### src/pkg/isv_pkg.sv
// Constants shared by the interrupt vector and stacking block
`default_nettype none
package isv_pkg;
    // Register byte offsets
    localparam logic [7:0] OFS_EXT_CTRL = 8'h00;
    localparam logic [7:0] OFS_MASK = 8'h04;
    localparam logic [7:0] OFS_STATUS = 8'h08;
    localparam logic [7:0] OFS_STACK_PTR = 8'h0c;
    localparam logic [7:0] OFS_PC_VIEW = 8'h10;
    // ext_request_status_ctrl field positions
    localparam int B_PIN_ENABLE = 0;
    localparam int B_POLARITY = 1;
    localparam int B_LEVEL_MODE = 2;
    localparam int B_INT_ENABLE = 3;
    localparam int B_PULL_DISABLE = 4;
    localparam int B_FLAG = 5;
    localparam int B_PIN_LEVEL = 6;
    // Status register field positions
    localparam int B_REQ_VALID = 8;
    localparam int B_SEQ_BUSY = 9;
    // Interrupt mask position inside condition_code_reg
    localparam int B_CCR_MASK = 3;
    // Reset values
    localparam logic [15:0] SP_RESET = 16'h00ff;
    localparam logic [4:0] EXT_CTRL_RESET = 5'h00;
    // Source flag/enable bit indices
    localparam int S_ACMP = 0;
    localparam int S_MTIM = 1;
    localparam int S_RTC = 2;
    localparam int S_IIC = 3;
    localparam int S_ADC = 4;
    localparam int S_PORTB = 5;
    localparam int S_PORTA = 6;
    localparam int S_TX_EMPTY = 7;
    localparam int S_TX_DONE = 8;
    localparam int S_RX_FIRST = 9;
    localparam int S_RX_LAST = 12;
    localparam int S_ERR_FIRST = 13;
    localparam int S_ERR_LAST = 16;
    localparam int S_SYNC_DONE = 17;
    localparam int S_SYNC_FAULT = 18;
    localparam int S_SYNC_TX = 19;
    localparam int NUM_SRC = 20;
    // Vector numbers
    localparam int V_ACMP = 30;
    localparam int V_MTIM = 26;
    localparam int V_RTC = 25;
    localparam int V_IIC = 24;
    localparam int V_ADC = 23;
    localparam int V_PORTB = 21;
    localparam int V_PORTA = 20;
    localparam int V_SCI_TX = 18;
    localparam int V_SCI_RX = 17;
    localparam int V_SCI_ERR = 16;
    localparam int V_SYNC = 15;
    localparam int V_EXT_REQ = 2;
    localparam logic [15:0] VEC_BASE = 16'hffc0;
    localparam logic [4:0] VEC_LAST = 5'd31;
    // Sequence lengths
    localparam logic [2:0] FRAME_BYTES = 3'd5;
    localparam logic [2:0] QUEUE_BYTES = 3'd3;
    typedef enum logic [4:0] {
        ST_IDLE = 5'b00001,
        ST_PUSH = 5'b00010,
        ST_VEC = 5'b00100,
        ST_FETCH = 5'b01000,
        ST_POP = 5'b10000
    } isv_state_type;
endpackage
`default_nettype wire

### src/rtl/isv_core.sv
// Interrupt arbitration, external request pin and stack frame sequencer
`default_nettype none
// What this block does
// - Push PC low, PC high, X, A, CONDITION_CODE_REG
// - Stack pointer ends below saved CONDITION_CODE_REG byte
// - Saved PC is next instruction address
// - Index high byte never stacked
// - Return pops reverse order, fetches three bytes
// - Pin is request input only when enabled
// - Polarity, level mode, interrupt-or-poll settings
// - Internal pull follows polarity unless disabled
// - Clocked sampling; async wake in stop
// - Level mode holds flag while asserted
// - Branch level test sees pin level
// - Vector high byte at lower address
// - Flag, local enable, global mask gate requests
// - Finish instruction, stack, mask, fetch vector
// - Lower vector number wins arbitration
// - Comparator on vector 30; 31,29-27 unused
// - Modulo timer 26, real-time tick 25
// - Two-wire 24, converter 23, 22 unused
// - Port B 21, port A 20, 19 unused
// - Async serial: transmit 18, receive 17, errors 16
// - Reset sets the global mask
// - External request pin uses vector 2
module isv_core (
    input wire logic SYS_CLK,
    input wire logic RST,
    input wire logic HSEL,
    input wire logic [31:0] HADDR,
    input wire logic [1:0] HTRANS,
    input wire logic HWRITE,
    input wire logic [2:0] HSIZE,
    input wire logic [31:0] HWDATA,
    input wire logic HREADY,
    output logic HREADYOUT,
    output logic HRESP,
    output logic [31:0] HRDATA,
    input wire logic EXT_REQ_PIN,
    input wire logic STOP_MODE,
    output logic EXT_REQ_PULL_UP,
    output logic EXT_REQ_PULL_DOWN,
    output logic EXT_REQ_WAKE,
    output logic EXT_REQ_LEVEL,
    input wire logic [19:0] SRC_FLAGS,
    input wire logic [19:0] SRC_ENABLES,
    input wire logic CPU_INSTR_DONE,
    input wire logic CPU_RETURN,
    input wire logic [15:0] CPU_PC_NEXT,
    input wire logic [7:0] CPU_X,
    input wire logic [7:0] CPU_A,
    input wire logic [7:0] CPU_CCR,
    output logic [15:0] MEM_ADDR,
    output logic [7:0] MEM_WDATA,
    output logic MEM_WE,
    output logic MEM_RE,
    input wire logic [7:0] MEM_RDATA,
    output logic [15:0] CPU_PC_OUT,
    output logic [7:0] CPU_X_OUT,
    output logic [7:0] CPU_A_OUT,
    output logic [7:0] CPU_CCR_OUT,
    output logic [23:0] CPU_QUEUE,
    output logic CPU_RESUME,
    output logic CPU_BUSY
);
    isv_pkg::isv_state_type state_q;
    logic [2:0] cnt_q;
    logic [15:0] sp_q;
    logic [15:0] pc_q;
    logic [7:0] x_q;
    logic [7:0] a_q;
    logic [7:0] ccr_q;
    logic mask_q;
    logic [4:0] vec_q;
    logic [23:0] queue_q;
    logic resume_q;
    logic [4:0] ext_ctrl_q;
    logic flag_q;
    logic pin_q;
    logic pin_prev_q;
    logic level_q;
    logic bus_wr_q;
    logic [7:0] bus_addr_q;
    logic [31:0] rdata_q;
    logic pe;
    logic asserted;
    logic flag_set;
    logic flag_clr;
    logic [31:0] req;
    logic req_any;
    logic [4:0] req_vec;
    logic take;
    logic bus_phase;
    logic [15:0] vec_addr;

    // Lowest numbered pending vector wins
    function automatic logic [4:0] pick(input logic [31:0] r);
        logic [4:0] v;
        v = isv_pkg::VEC_LAST;
        for (int i = 31; i >= 0; i--) begin
            if (r[i]) begin
                v = 5'(i);
            end
        end
        return v;
    endfunction

    // Vector n sits at base + 2*(31-n)
    function automatic logic [15:0] vaddr(input logic [4:0] v);
        return isv_pkg::VEC_BASE +
            {10'h000, isv_pkg::VEC_LAST - v, 1'b0};
    endfunction

    // Request collection from the flag/enable pairs
    always_comb begin
        req = 32'h0000_0000;
        req[isv_pkg::V_ACMP] = SRC_FLAGS[isv_pkg::S_ACMP]
            & SRC_ENABLES[isv_pkg::S_ACMP];
        req[isv_pkg::V_MTIM] = SRC_FLAGS[isv_pkg::S_MTIM]
            & SRC_ENABLES[isv_pkg::S_MTIM];
        req[isv_pkg::V_RTC] = SRC_FLAGS[isv_pkg::S_RTC]
            & SRC_ENABLES[isv_pkg::S_RTC];
        req[isv_pkg::V_IIC] = SRC_FLAGS[isv_pkg::S_IIC]
            & SRC_ENABLES[isv_pkg::S_IIC];
        req[isv_pkg::V_ADC] = SRC_FLAGS[isv_pkg::S_ADC]
            & SRC_ENABLES[isv_pkg::S_ADC];
        req[isv_pkg::V_PORTB] = SRC_FLAGS[isv_pkg::S_PORTB]
            & SRC_ENABLES[isv_pkg::S_PORTB];
        req[isv_pkg::V_PORTA] = SRC_FLAGS[isv_pkg::S_PORTA]
            & SRC_ENABLES[isv_pkg::S_PORTA];
        req[isv_pkg::V_SCI_TX] = |(SRC_FLAGS[isv_pkg::S_TX_DONE:
            isv_pkg::S_TX_EMPTY] & SRC_ENABLES[isv_pkg::S_TX_DONE:
            isv_pkg::S_TX_EMPTY]);
        req[isv_pkg::V_SCI_RX] = |(SRC_FLAGS[isv_pkg::S_RX_LAST:
            isv_pkg::S_RX_FIRST] & SRC_ENABLES[isv_pkg::S_RX_LAST:
            isv_pkg::S_RX_FIRST]);
        req[isv_pkg::V_SCI_ERR] = |(SRC_FLAGS[isv_pkg::S_ERR_LAST:
            isv_pkg::S_ERR_FIRST] & SRC_ENABLES[isv_pkg::S_ERR_LAST:
            isv_pkg::S_ERR_FIRST]);
        // Fault shares the transfer-done enable
        req[isv_pkg::V_SYNC] = ((SRC_FLAGS[isv_pkg::S_SYNC_DONE]
            | SRC_FLAGS[isv_pkg::S_SYNC_FAULT])
            & SRC_ENABLES[isv_pkg::S_SYNC_DONE])
            | (SRC_FLAGS[isv_pkg::S_SYNC_TX]
            & SRC_ENABLES[isv_pkg::S_SYNC_TX]);
        req[isv_pkg::V_EXT_REQ] = flag_q & pe
            & ext_ctrl_q[isv_pkg::B_INT_ENABLE];
    end

    assign req_any = |req;
    assign req_vec = pick(req);
    assign vec_addr = vaddr(vec_q);
    // Accept only at an instruction boundary with the mask clear
    assign take = state_q == isv_pkg::ST_IDLE && CPU_INSTR_DONE
        && !CPU_RETURN && req_any && !mask_q;

    // External request pin
    assign pe = ext_ctrl_q[isv_pkg::B_PIN_ENABLE];
    assign asserted = pin_q ~^ ext_ctrl_q[isv_pkg::B_POLARITY];
    // Edge taken from the pin itself, so in edge mode a polarity write alone never sets
    assign flag_set = pe && asserted && (pin_q != pin_prev_q
        || ext_ctrl_q[isv_pkg::B_LEVEL_MODE]);
    assign flag_clr = bus_wr_q && bus_addr_q == isv_pkg::OFS_EXT_CTRL
        && HWDATA[isv_pkg::B_FLAG];

    always_ff @(posedge SYS_CLK or posedge RST) begin
        if (RST) begin
            pin_q <= 1'b0;
            pin_prev_q <= 1'b0;
            level_q <= 1'b0;
        end else begin
            pin_q <= EXT_REQ_PIN;
            pin_prev_q <= pin_q;
            level_q <= pe & EXT_REQ_PIN;
        end
    end

    // Set wins over a clear in the same cycle
    always_ff @(posedge SYS_CLK or posedge RST) begin
        if (RST) begin
            flag_q <= 1'b0;
        end else if (flag_set) begin
            flag_q <= 1'b1;
        end else if (flag_clr || !pe) begin
            flag_q <= 1'b0;
        end
    end

    // Pull follows polarity: active-low input pulls up
    assign EXT_REQ_PULL_UP = pe
        && !ext_ctrl_q[isv_pkg::B_PULL_DISABLE]
        && !ext_ctrl_q[isv_pkg::B_POLARITY];
    assign EXT_REQ_PULL_DOWN = pe
        && !ext_ctrl_q[isv_pkg::B_PULL_DISABLE]
        && ext_ctrl_q[isv_pkg::B_POLARITY];
    // Unclocked path: must work while the clock is stopped
    assign EXT_REQ_WAKE = STOP_MODE && pe
        && (EXT_REQ_PIN ~^ ext_ctrl_q[isv_pkg::B_POLARITY]);
    assign EXT_REQ_LEVEL = level_q;

    // Bus slave: zero wait, read data captured in address phase
    assign bus_phase = HSEL && HTRANS[1] && HREADY;
    assign HREADYOUT = 1'b1;
    assign HRESP = 1'b0;
    assign HRDATA = rdata_q;

    always_ff @(posedge SYS_CLK or posedge RST) begin
        if (RST) begin
            bus_wr_q <= 1'b0;
            bus_addr_q <= 8'h00;
            rdata_q <= 32'h0000_0000;
        end else begin
            bus_wr_q <= bus_phase && HWRITE;
            bus_addr_q <= HADDR[7:0];
            rdata_q <= 32'h0000_0000;
            if (bus_phase && !HWRITE && HADDR[31:8] == 24'h000000) begin
                case (HADDR[7:0])
                    isv_pkg::OFS_EXT_CTRL: rdata_q <=
                        {25'h0000000, level_q, flag_q, ext_ctrl_q};
                    isv_pkg::OFS_MASK: rdata_q <= {31'h00000000, mask_q};
                    isv_pkg::OFS_STATUS: rdata_q <= {22'h000000,
                        state_q != isv_pkg::ST_IDLE, req_any, 3'h0,
                        req_vec};
                    isv_pkg::OFS_STACK_PTR: rdata_q <= {16'h0000, sp_q};
                    isv_pkg::OFS_PC_VIEW: rdata_q <= {16'h0000, pc_q};
                    default: rdata_q <= 32'h0000_0000;
                endcase
            end
        end
    end

    always_ff @(posedge SYS_CLK or posedge RST) begin
        if (RST) begin
            ext_ctrl_q <= isv_pkg::EXT_CTRL_RESET;
        end else if (bus_wr_q && bus_addr_q == isv_pkg::OFS_EXT_CTRL) begin
            ext_ctrl_q <= HWDATA[4:0];
        end
    end

    // Global mask: set by reset and by entry, restored on return
    always_ff @(posedge SYS_CLK or posedge RST) begin
        if (RST) begin
            mask_q <= 1'b1;
        end else if (state_q == isv_pkg::ST_PUSH
            && cnt_q == isv_pkg::FRAME_BYTES - 3'd1) begin
            mask_q <= 1'b1;
        end else if (state_q == isv_pkg::ST_POP && cnt_q == 3'd1) begin
            mask_q <= MEM_RDATA[isv_pkg::B_CCR_MASK];
        end else if (bus_wr_q && bus_addr_q == isv_pkg::OFS_MASK) begin
            mask_q <= HWDATA[0];
        end
    end

    // Stack frame and return sequencer
    always_ff @(posedge SYS_CLK or posedge RST) begin
        if (RST) begin
            state_q <= isv_pkg::ST_IDLE;
            cnt_q <= 3'd0;
        end else begin
            case (state_q)
                isv_pkg::ST_IDLE: begin
                    cnt_q <= 3'd0;
                    if (CPU_INSTR_DONE && CPU_RETURN) begin
                        state_q <= isv_pkg::ST_POP;
                    end else if (take) begin
                        state_q <= isv_pkg::ST_PUSH;
                    end
                end
                isv_pkg::ST_PUSH: begin
                    cnt_q <= cnt_q + 3'd1;
                    if (cnt_q == isv_pkg::FRAME_BYTES - 3'd1) begin
                        state_q <= isv_pkg::ST_VEC;
                        cnt_q <= 3'd0;
                    end
                end
                isv_pkg::ST_VEC: begin
                    cnt_q <= cnt_q + 3'd1;
                    if (cnt_q == 3'd2) begin
                        state_q <= isv_pkg::ST_FETCH;
                        cnt_q <= 3'd0;
                    end
                end
                isv_pkg::ST_FETCH: begin
                    cnt_q <= cnt_q + 3'd1;
                    if (cnt_q == isv_pkg::QUEUE_BYTES) begin
                        state_q <= isv_pkg::ST_IDLE;
                        cnt_q <= 3'd0;
                    end
                end
                isv_pkg::ST_POP: begin
                    cnt_q <= cnt_q + 3'd1;
                    if (cnt_q == isv_pkg::FRAME_BYTES) begin
                        state_q <= isv_pkg::ST_FETCH;
                        cnt_q <= 3'd0;
                    end
                end
                default: begin
                    state_q <= isv_pkg::ST_IDLE;
                    cnt_q <= 3'd0;
                end
            endcase
        end
    end

    // Register snapshot, vector capture and pops
    always_ff @(posedge SYS_CLK or posedge RST) begin
        if (RST) begin
            pc_q <= 16'h0000;
            x_q <= 8'h00;
            a_q <= 8'h00;
            ccr_q <= 8'h00;
            vec_q <= isv_pkg::VEC_LAST;
            queue_q <= 24'h000000;
        end else begin
            if (take) begin
                pc_q <= CPU_PC_NEXT;
                x_q <= CPU_X;
                a_q <= CPU_A;
                ccr_q <= CPU_CCR;
                ccr_q[isv_pkg::B_CCR_MASK] <= mask_q;
            end
            // Latest winner is sampled right before the vector read
            if (state_q == isv_pkg::ST_PUSH
                && cnt_q == isv_pkg::FRAME_BYTES - 3'd1) begin
                vec_q <= req_vec;
            end
            if (state_q == isv_pkg::ST_VEC && cnt_q == 3'd1) begin
                pc_q[15:8] <= MEM_RDATA;
            end
            if (state_q == isv_pkg::ST_VEC && cnt_q == 3'd2) begin
                pc_q[7:0] <= MEM_RDATA;
            end
            if (state_q == isv_pkg::ST_FETCH && cnt_q != 3'd0) begin
                queue_q <= {queue_q[15:0], MEM_RDATA};
            end
            if (state_q == isv_pkg::ST_POP) begin
                case (cnt_q)
                    3'd1: ccr_q <= MEM_RDATA;
                    3'd2: a_q <= MEM_RDATA;
                    3'd3: x_q <= MEM_RDATA;
                    3'd4: pc_q[15:8] <= MEM_RDATA;
                    3'd5: pc_q[7:0] <= MEM_RDATA;
                    default: pc_q <= pc_q;
                endcase
            end
        end
    end

    always_ff @(posedge SYS_CLK or posedge RST) begin
        if (RST) begin
            sp_q <= isv_pkg::SP_RESET;
        end else if (state_q == isv_pkg::ST_PUSH
            && cnt_q == isv_pkg::FRAME_BYTES - 3'd1) begin
            sp_q <= sp_q - 16'd5;
        end else if (state_q == isv_pkg::ST_POP
            && cnt_q == isv_pkg::FRAME_BYTES) begin
            sp_q <= sp_q + 16'd5;
        end else if (bus_wr_q && bus_addr_q == isv_pkg::OFS_STACK_PTR) begin
            sp_q <= HWDATA[15:0];
        end
    end

    always_ff @(posedge SYS_CLK or posedge RST) begin
        if (RST) begin
            resume_q <= 1'b0;
        end else begin
            resume_q <= state_q == isv_pkg::ST_FETCH
                && cnt_q == isv_pkg::QUEUE_BYTES;
        end
    end

    // Memory port, driven straight from sequencer state
    always_comb begin
        MEM_ADDR = 16'h0000;
        MEM_WDATA = 8'h00;
        MEM_WE = 1'b0;
        MEM_RE = 1'b0;
        case (state_q)
            isv_pkg::ST_PUSH: begin
                MEM_WE = 1'b1;
                MEM_ADDR = sp_q - {13'h0000, cnt_q};
                case (cnt_q)
                    3'd0: MEM_WDATA = pc_q[7:0];
                    3'd1: MEM_WDATA = pc_q[15:8];
                    3'd2: MEM_WDATA = x_q;
                    3'd3: MEM_WDATA = a_q;
                    default: MEM_WDATA = ccr_q;
                endcase
            end
            isv_pkg::ST_VEC: begin
                MEM_RE = cnt_q != 3'd2;
                MEM_ADDR = vec_addr + {15'h0000, cnt_q[0]};
            end
            isv_pkg::ST_FETCH: begin
                MEM_RE = cnt_q != isv_pkg::QUEUE_BYTES;
                MEM_ADDR = pc_q + {13'h0000, cnt_q};
            end
            isv_pkg::ST_POP: begin
                MEM_RE = cnt_q != isv_pkg::FRAME_BYTES;
                MEM_ADDR = sp_q + {13'h0000, cnt_q} + 16'd1;
            end
            default: MEM_ADDR = 16'h0000;
        endcase
    end

    assign CPU_PC_OUT = pc_q;
    assign CPU_X_OUT = x_q;
    assign CPU_A_OUT = a_q;
    assign CPU_CCR_OUT = {ccr_q[7:4], mask_q, ccr_q[2:0]};
    assign CPU_QUEUE = queue_q;
    assign CPU_RESUME = resume_q;
    assign CPU_BUSY = state_q != isv_pkg::ST_IDLE;
endmodule
`default_nettype wire

### config.mk
export PLATFORM = sky130hd
export DESIGN_NAME = isv_core
export DESIGN_NICKNAME = d
export VERILOG_FILES = /design/src/pkg/isv_pkg.sv /design/src/rtl/isv_core.sv
export SDC_FILE = /design/constraint.sdc
export NUM_CORES = 1
export LEC_CHECK = 0
export BUFFER_PORTS_ARGS = -buffer_cell sky130_fd_sc_hd__buf_2
export CAP_MARGIN = 15
export CORE_UTILIZATION = 46
export CTS_CLUSTER_DIAMETER = 120
export DETAILED_ROUTE_END_ITERATION = 16
export GPL_ROUTABILITY_DRIVEN = 1
export PLACE_DENSITY_LB_ADDON = 0.2
export SLEW_MARGIN = 10
export SYNTH_ARGS = -nofsm -noshare
export SYNTH_HDL_FRONTEND = slang
export SYNTH_SLANG_ARGS = --single-unit
### constraint.sdc
create_clock -name SYS_CLK -period 4.05 [get_ports SYS_CLK]
set_clock_uncertainty 0.2 [all_clocks]
set_input_delay 0.2025 -clock SYS_CLK [delete_from_list [all_inputs] [get_ports SYS_CLK]]
set_output_delay 0.2025 -clock SYS_CLK [all_outputs]
set_load 0.05 [all_outputs]
; Yosys cells after proc, flatten, opt, wreduce, memory -nomap -nowiden
; Cells that the tools add are included.
[totals]
register_bits = 145
latch_bits = 0
ram_bits = 0
romBits = 0
inputBits = 166
out_inout_bits = 130
memories = 0
[classes]
add_sub_neg = 10
mul = 0
div = 0
n_lt_le_gt_ge = 0
eq_ne = 28
n_shift = 0
muxes = 54
bitwise = 19
n_reduce_logical = 51
[ops]
columns = cell, n
row1 = 2-to-1 mux 16 bit, 6
row2 = 2-to-1 mux 8 bit, 12
row3 = 2-to-1 mux 5 bit, 17
row4 = one-hot mux 16 bit (5 select lines), 1
row5 = one-hot mux 16 bit (4 select lines), 1
row6 = adder 16 x 3 -> 16 bit, 2
row7 = one-hot mux 8 bit (2 select lines), 2
row8 = one-hot mux 8 bit (4 select lines), 1
row9 = logical AND 1 bit, 28
row10 = one-hot mux 5 bit (5 select lines), 1
row11 = == test 8 x 4 -> 1 bit (second input constant), 3
row12 = logical NOT 24 bit, 1
row13 = OR reduction 19 bit, 1
row14 = adder 16 x 1 -> 16 bit (second input constant), 1
row15 = adder 16 x 3 -> 16 bit (second input constant), 1
row16 = == test 8 x 3 -> 1 bit (second input constant), 2
row17 = logical NOT 8 bit, 2
row18 = OR reduction 4 bit, 4
row19 = subtractor 16 x 3 -> 16 bit, 1
row20 = subtractor 16 x 3 -> 16 bit (second input constant), 1
row21 = AND 1 bit, 12
row22 = 2-to-1 mux 3 bit, 4
row23 = inequality test 3 x 2 -> 1 bit (second input constant), 4
row24 = one-hot mux 3 bit (4 select lines), 1
row25 = 31 further kinds, 53

; Logic depth before layout (Yosys ltp)
; Gate-level depths: netlist of run 1.
[logic_depth]
depth_word = 15
mapped_depth = 11
ltp_nobuf = 10

; Least setup slack after synthesis of run 1
; No wires, ideal clock.
[synth_path]
kind = register to output
from = register cnt_q[2]
to = output port MEM_ADDR[10]
arrival_ps = 3154
required_ps = 3648
slack_ps = 494
stages_incl_launch_ff = 10
path_cell_list = dfrtp_1 > clkbuf_1 > inv_1 > clkbuf_1 > clkbuf_1 > ha_1 > a21oi_1 > nand3_1 > xor2_1 > o21ai_0
[synth_between]
elab_chain_len = 3
[synth_lines]
columns = item, line
row1 = start: declaration, isv_core.sv:67  ; logic [2:0] cnt_q;
row2 = start signal: assignment, isv_core.sv:270  ; cnt_q <= cnt_q + 3'd1;
row3 = start signal: assignment, isv_core.sv:277  ; cnt_q <= cnt_q + 3'd1;
row4 = start signal: assignment, isv_core.sv:284  ; cnt_q <= cnt_q + 3'd1;
row5 = adder 16 x 3 -> 16 bit, isv_core.sv:400  ; MEM_ADDR = sp_q + {13'h0000, cnt_q} + 16'd1;
row6 = adder 16 x 1 -> 16 bit, isv_core.sv:400
row7 = one-hot mux 16 bit (4 select lines) (*), isv_core.sv:378  ; case (state_q)
row8 = end: declaration, isv_core.sv:53  ; output logic [15:0] MEM_ADDR,
; Every way passes the cells marked *; elsewhere a longest branch is shown, timed or not.

; Worst setup path after layout of run 1
[layout_path]
from = register cnt_q[1]
to = output port MEM_ADDR[8]
; The elaborated chain is that of the path after synthesis.

==> qor.txt, run 1 <==
clock-pin slew on the worst setup and hold paths: 70 ps
critical path peak fanout: 9
EDFF count, synth: 0
Final setup viols: 0
# DRC: 0
Filler Cells Inserted: 1,481
Hold Crit Class: in -> reg
DRT iter0 DRCs: 795
core region area: 17,500 um^2
clk root buf: clkbuf_16
Metal-1 WL: 12.0 mm
Final min period: 3720 ps
RSZ-0062 raised after global routing: false
Seq/Total Area, Yosys: 0.388
Nets: 1,427
clock latency on the worst-skew pair: 430 ps
worst rel slew slack: 0.249
CTS buffer count: 17
yosys warns: 0
Gate power share: 0.385
Clock power frac: 0.277
final slew viol count: 0
Fin. Hold Viols: 0
FP Rows: 48
post-synthesis cell count: 924
RePlAce Congestion: 0.930
Post-synth top flop: dfrtp_1
post-CTS setup buffers: 0
Startpoint Class: flip-flop
commonest non-fill, non-tap cell in the layout: buf_2
vias in the first global route: 8,516
Ant. Diodes: 0
Power Internal: 3100 uW
mean number of vias per cell: 5.94
fin crit share: 0.917
Critical Path End Type: output pin
Die X-Extent: 137 um
Syn Area/Cell: 9.06 um^2
hold slack: 3.12 ps
maxcap violations: 0
via count: 8,784
H-tree Lvls: 4
final worst slack: 335 ps
antenna viol nets, final: 0
Die Y: 137 um
setup_tns: 0 ps
PD cells: 510 nW/um^2
hpwl dp: 21.4 mm
starting density of the core: 0.477
mapped cell area: 8370 um^2
die area: 18,700 um^2
largest net degree at the start of global routing: 76
Wirelength per Cell: 20.7 um
crit path DAT: 3310 ps
Switching Power: 2640 uW
Sequential Power Share: 0.338
Max Root-Sink Buffers: 2
Total Wirelength: 30.5 mm
Cell variety after synth: 76
drt first pass iters: 8
first-pass GRT wire length: 47.2 mm
Area growth, synth to finish: 34.5%
WL met2: 14.8 mm
Max Used Layer: met4
total track usage: 0.336
total congestion overflow: 0
leakage power figure: 0.00532 uW
Crit Path Category: reg -> out
wire length on met3: 2.64 mm
Sw Share: 0.460
CTS sink cnt: 129
fmax: 269 MHz
TritonCTS clock tree: yes
initial antenna violation count: 0
status: finished clean
IR drop worst, VDD: 587 uV
IO Count: 296
worst-margin pin slew: 1120 ps
Async SR Flop Fraction: 1.00
share of cells above drive strength 1: 0.294
most frequent cells in the layout: buf_2 (255), dfrtp_1 (114), nand2_1 (109)
Yosys reg bits: 129
Place WS: 838 ps
Crit path required time: 3650 ps
Port Buffers: 255
==> stage by stage <==
step / util / instance area [um^2] / total power [uW] / instances
6_report: 0.642 / 11300 / 5750 / 1479
5_1_grt: 0.642 / 11300 / 5950 / 1479
4_1_cts: 0.642 / 11300 / 5700 / 1479
3_5_place_dp: 0.548 / 9620 / 3900 / 1346
3_3_place_gp: 0.548 / 9620 / 3890 / 1346
2_1_floorplan: - / 8430 / 3290 / 940
==> worst max-delay path: stages, from the launching register on <==
cell and delay, ps:
dfrtp_1 550, inv_1 220, fa_1 520, a21oi_1 370
nand2_1 150, nor3_1 220, xnor2_1 150, o22ai_1 110
or3_1 370, buf_2 230
==> synth_stat cells (4+ instances only) <==
| library cell | n | share of area |
|---|---|---|
| dfrtp_1 | 114 | 0.34 |
| nand2_1 | 109 | 0.049 |
| nor2_1 | 64 | 0.029 |
| o21ai_0 | 48 | 0.029 |
| clkbuf_1 | 45 | 0.020 |
| a21oi_1 | 39 | 0.023 |
| mux2i_1 | 30 | 0.036 |
| mux2_2 | 29 | 0.039 |
| nand3_1 | 28 | 0.017 |
| buf_4 | 27 | 0.024 |
| o21ai_1 | 25 | 0.015 |
| a22oi_1 | 24 | 0.022 |
| nor3_1 | 21 | 0.013 |
| inv_1 | 18 | 0.0081 |
| xnor2_1 | 18 | 0.019 |
| a22o_1 | 17 | 0.018 |
| ha_1 | 17 | 0.025 |
| a21o_1 | 15 | 0.013 |
| dfstp_2 | 15 | 0.047 |
| xor2_1 | 14 | 0.015 |
| nand2b_1 | 13 | 0.0097 |
| a221oi_1 | 12 | 0.013 |
| nor4_1 | 11 | 0.0082 |
| o22ai_1 | 11 | 0.0082 |
| a222oi_1 | 10 | 0.012 |
| nand4_1 | 9 | 0.0067 |
| o211ai_1 | 9 | 0.0081 |
| o221a_2 | 9 | 0.012 |
| and2_1 | 7 | 0.0052 |
| and3_1 | 7 | 0.0052 |
| a211o_1 | 6 | 0.0063 |
| a31oi_1 | 6 | 0.0045 |
| buf_1 | 6 | 0.0027 |
| buf_6 | 6 | 0.0081 |
| nor2b_1 | 6 | 0.0045 |
| buf_2 | 5 | 0.0030 |
| o31ai_1 | 5 | 0.0045 |
| o221ai_1 | 4 | 0.0042 |
| or3_1 | 4 | 0.0030 |
==> layout make-up <==
type / instances / area (um^2) / share of cell area
well taps: 225 / 282 / 0.0250
repair buffers: 371 / 2400 / 0.213
clock buffers: 17 / 425 / 0.0378
multi-input cells: 704 / 4630 / 0.411
flip-flops and latches: 129 / 3250 / 0.288
inverters: 18 / 70.1 / 0.00622
clock inverters: 15 / 206 / 0.0183
==> flip-flops by register name, summed over array words and instances (netlist names), 3 cells and up <==
register,count
CPU_QUEUE,24
bus_addr_q,8
CPU_PC_OUT,16
HRDATA,16
vec_q,5
ext_ctrl_q,5
state_q,5
sp_q,16
CPU_A_OUT,8
CPU_X_OUT,8
ccr_q,8
cnt_q,3
==> metal layers <==
metal / up-vias / global-route usage
met1: 4195 / 0.418
met4: 0 / 0.129
met3: 79 / 0.0615
met5: - / 0
li1: 3996 / -
met2: 514 / 0.576
==> logic make-up after synthesis <==
logic type      after synthesis  share of synthesized area
buf+inv                     107                     0.0662
xor+xnor                     32                     0.0335
compound gates              266                      0.221
flops                       129                      0.388
other cells                   2                   0.000897
simple gates                309                      0.183
fa+ha+maj                    20                     0.0326
mux                          59                     0.0749
==> what timing repair did <==
| action | CTS | global route |
|---|---|---|
| hold buffers | 101 | 0 |
| resized for setup | 0 | 0 |
| hold endpoints to repair | 150 | 0 |
==> power by group through the flow <==
| stage | combinational (uW) | sequential, uW | clock (uW) |
|---|---|---|---|
| final | 2210 | 1940 | 1590 |
| after global routing | 2340 | 1950 | 1660 |
| after CTS | 2190 | 1920 | 1600 |
| after detailed placement | 1970 | 1940 | 0 |
| after global placement | 1950 | 1940 | 0 |
| after floorplan | 1030 | 2260 | 0 |
==> path summary, 6_finish.rpt <==
kind | depth (start not counted) | endpoint | from | slack, ps
worst max-delay path | 9 | MEM_ADDR[8] | cnt_q[1] | 330
worst min-delay path | 3 | sp_q[14] | HWDATA[14] | 3
worst max register to register | 8 | CPU_A_OUT[4] | state_q[1] | 600
worst min register to register | 0 | pin_prev_q | pin_q | 220
max in group asynchronous | 4 | CPU_A_OUT[1] | RST | 2340
min in group asynchronous | 3 | CPU_QUEUE[19] | RST | 300
No activity file was read; power rests on OpenSTA's default activity.
==> run 2: changes to the inputs <==
==> constraint.sdc (replaced) <==
create_clock -name SYS_CLK -period 4.05 [get_ports SYS_CLK]
set_clock_uncertainty 0.2 [all_clocks]
set_input_delay 0.2025 -clock SYS_CLK [delete_from_list [all_inputs] [get_ports SYS_CLK]]
set_output_delay 0.2025 -clock SYS_CLK [all_outputs]
set_load 0.1 [all_outputs]
==> qor.txt, run 2 (same netlist as run 1, synthesis figures left out) <==
IR drop worst, VDD: 793 uV
Top delay family on crit path: simple AND/OR/NAND/NOR gates
core region area: 17,500 um^2
Die X-Extent: 137 um
TritonCTS clock tree: yes
Cells after DPL: 1,350
final slew viol count: 0
Ant. Diodes: 0
post-CTS resize count: 0
Worst R2R Start: state_q[1]
worst rel slew slack: 0.351
# DRC: 0
clk root buf: clkbuf_16
multi-input logic area: 4660 um^2
H-tree Lvls: 4
cell area after layout: 11,400 um^2
vias in the first global route: 8,783
antenna viol nets, final: 0
initial antenna violation count: 0
post-CTS setup buffers: 0
critical path peak fanout: 9
Final setup viols: 0
max incr delay on CP: 430 ps
DRT iter0 DRCs: 801
Nets: 1,436
Critical Path End Type: output pin
Crit Path Category: reg -> out
Hold Crit Class: in -> reg
starting density of the core: 0.477
Top cell by count, worst path: inv_1
PD cells: 591 nW/um^2
CP bufs+invs: 3
RSZ-0062 raised after global routing: false
min-delay src: SRC_FLAGS[17]
Startpoint Class: flip-flop
Wirelength per Cell: 20.4 um
Filler Cells Inserted: 1,452
fmax: 264 MHz
drt first pass iters: 7
mean number of vias per cell: 5.94
FP Rows: 48
clock-pin slew on the worst setup and hold paths: 70 ps
total congestion overflow: 0
most frequent cells in the layout: buf_2 (255), dfrtp_1 (114), nand2_1 (109)
Final min period: 3790 ps
share of cells above drive strength 1: 0.302
max reg flops: 24
maxcap violations: 0
leakage power figure: 0.00536 uW
die area: 18,700 um^2
clock latency on the worst-skew pair: 440 ps
non-filler instance count after layout: 1,488
hold_buf cts: 105
status: finished clean
CTS sink cnt: 129
Max stage delay cell, worst path: dfstp_2
via count: 8,843
RePlAce Congestion: 0.910
first-pass GRT wire length: 47.2 mm
Design Power: 6720 uW
Crit path required time: 3650 ps
Max Root-Sink Buffers: 2
commonest non-fill, non-tap cell in the layout: buf_2
cells along the critical path: inv_1 -> ha_1 -> inv_1 -> fa_1 -> a21oi_1 -> nand2_1 -> nor3_1 -> xnor2_1 -> o22ai_1 -> or3_1 -> buf_2
Area growth, synth to finish: 35.9%
Die Y: 137 um
Seq. cell area: 3250 um^2
CP startpoint: sp_q[0]
largest net degree at the start of global routing: 83
hpwl dp: 21.2 mm
CTS buffer count: 17
worst-margin pin slew: 973 ps
placed inst area: 9700 um^2
fin crit share: 0.935
setup_tns: 0 ps
total track usage: 0.335
Fin. Hold Viols: 0
Total Wirelength: 30.4 mm
crit path DAT: 3390 ps
IO Count: 296
Core Util, Final: 0.649
Port Buffers: 255
run 2: worst paths after layout:
check	slack, ps	cells past startpoint	to
max in group asynchronous	2570	4	sp_q[5]
max	260	11	MEM_ADDR[8]
min reg2reg	240	0	pin_prev_q
min in group asynchronous	200	3	CPU_QUEUE[12]
min	70	4	vec_q[4]
max reg2reg	570	8	CPU_X_OUT[7]
run 2: where the power goes:
part | switching, uW | internal [uW]
combinational | 2480 | 772
clock | 734 | 838
sequential | 389 | 1510
total | 3600 | 3120
run 2: final cells by class:
class | count | share of cell area
clock buffer | 17 | 0.0374
multi-input combinational | 704 | 0.410
tap | 225 | 0.0248
inverter | 18 | 0.00616
clock inverter | 15 | 0.0166
timing repair buffer | 380 | 0.220
sequential | 129 | 0.285
run 2: routing by layer:
metal / global-route usage / routed length, um / up-vias
li1: - / - / 4019
met1: 0.401 / 11800 / 4198
met2: 0.565 / 14600 / 531
met3: 0.0826 / 2760 / 95
met4: 0.159 / 1190 / 0
met5: 0 / 0 / -
run 2: worst register-to-register path: stages, from the launching register on:
cell	delay [ps]
dfrtp_1	430
nor3_2	330
nand3b_2	280
nor4b_2	320
a21boi_4	630
buf_12	270
mux2i_1	220
o21ai_1	90
dlygate4sd3_1	600
run 2: stage by stage:
stage / hold WS (ps) / worst slack [ps]
2_1_floorplan: 33.9 / -106
3_3_place_gp: 119 / 812
4_1_cts: 62.3 / 301
3_5_place_dp: 123 / 779
6_report: 67.4 / 262
5_1_grt: 112 / 132
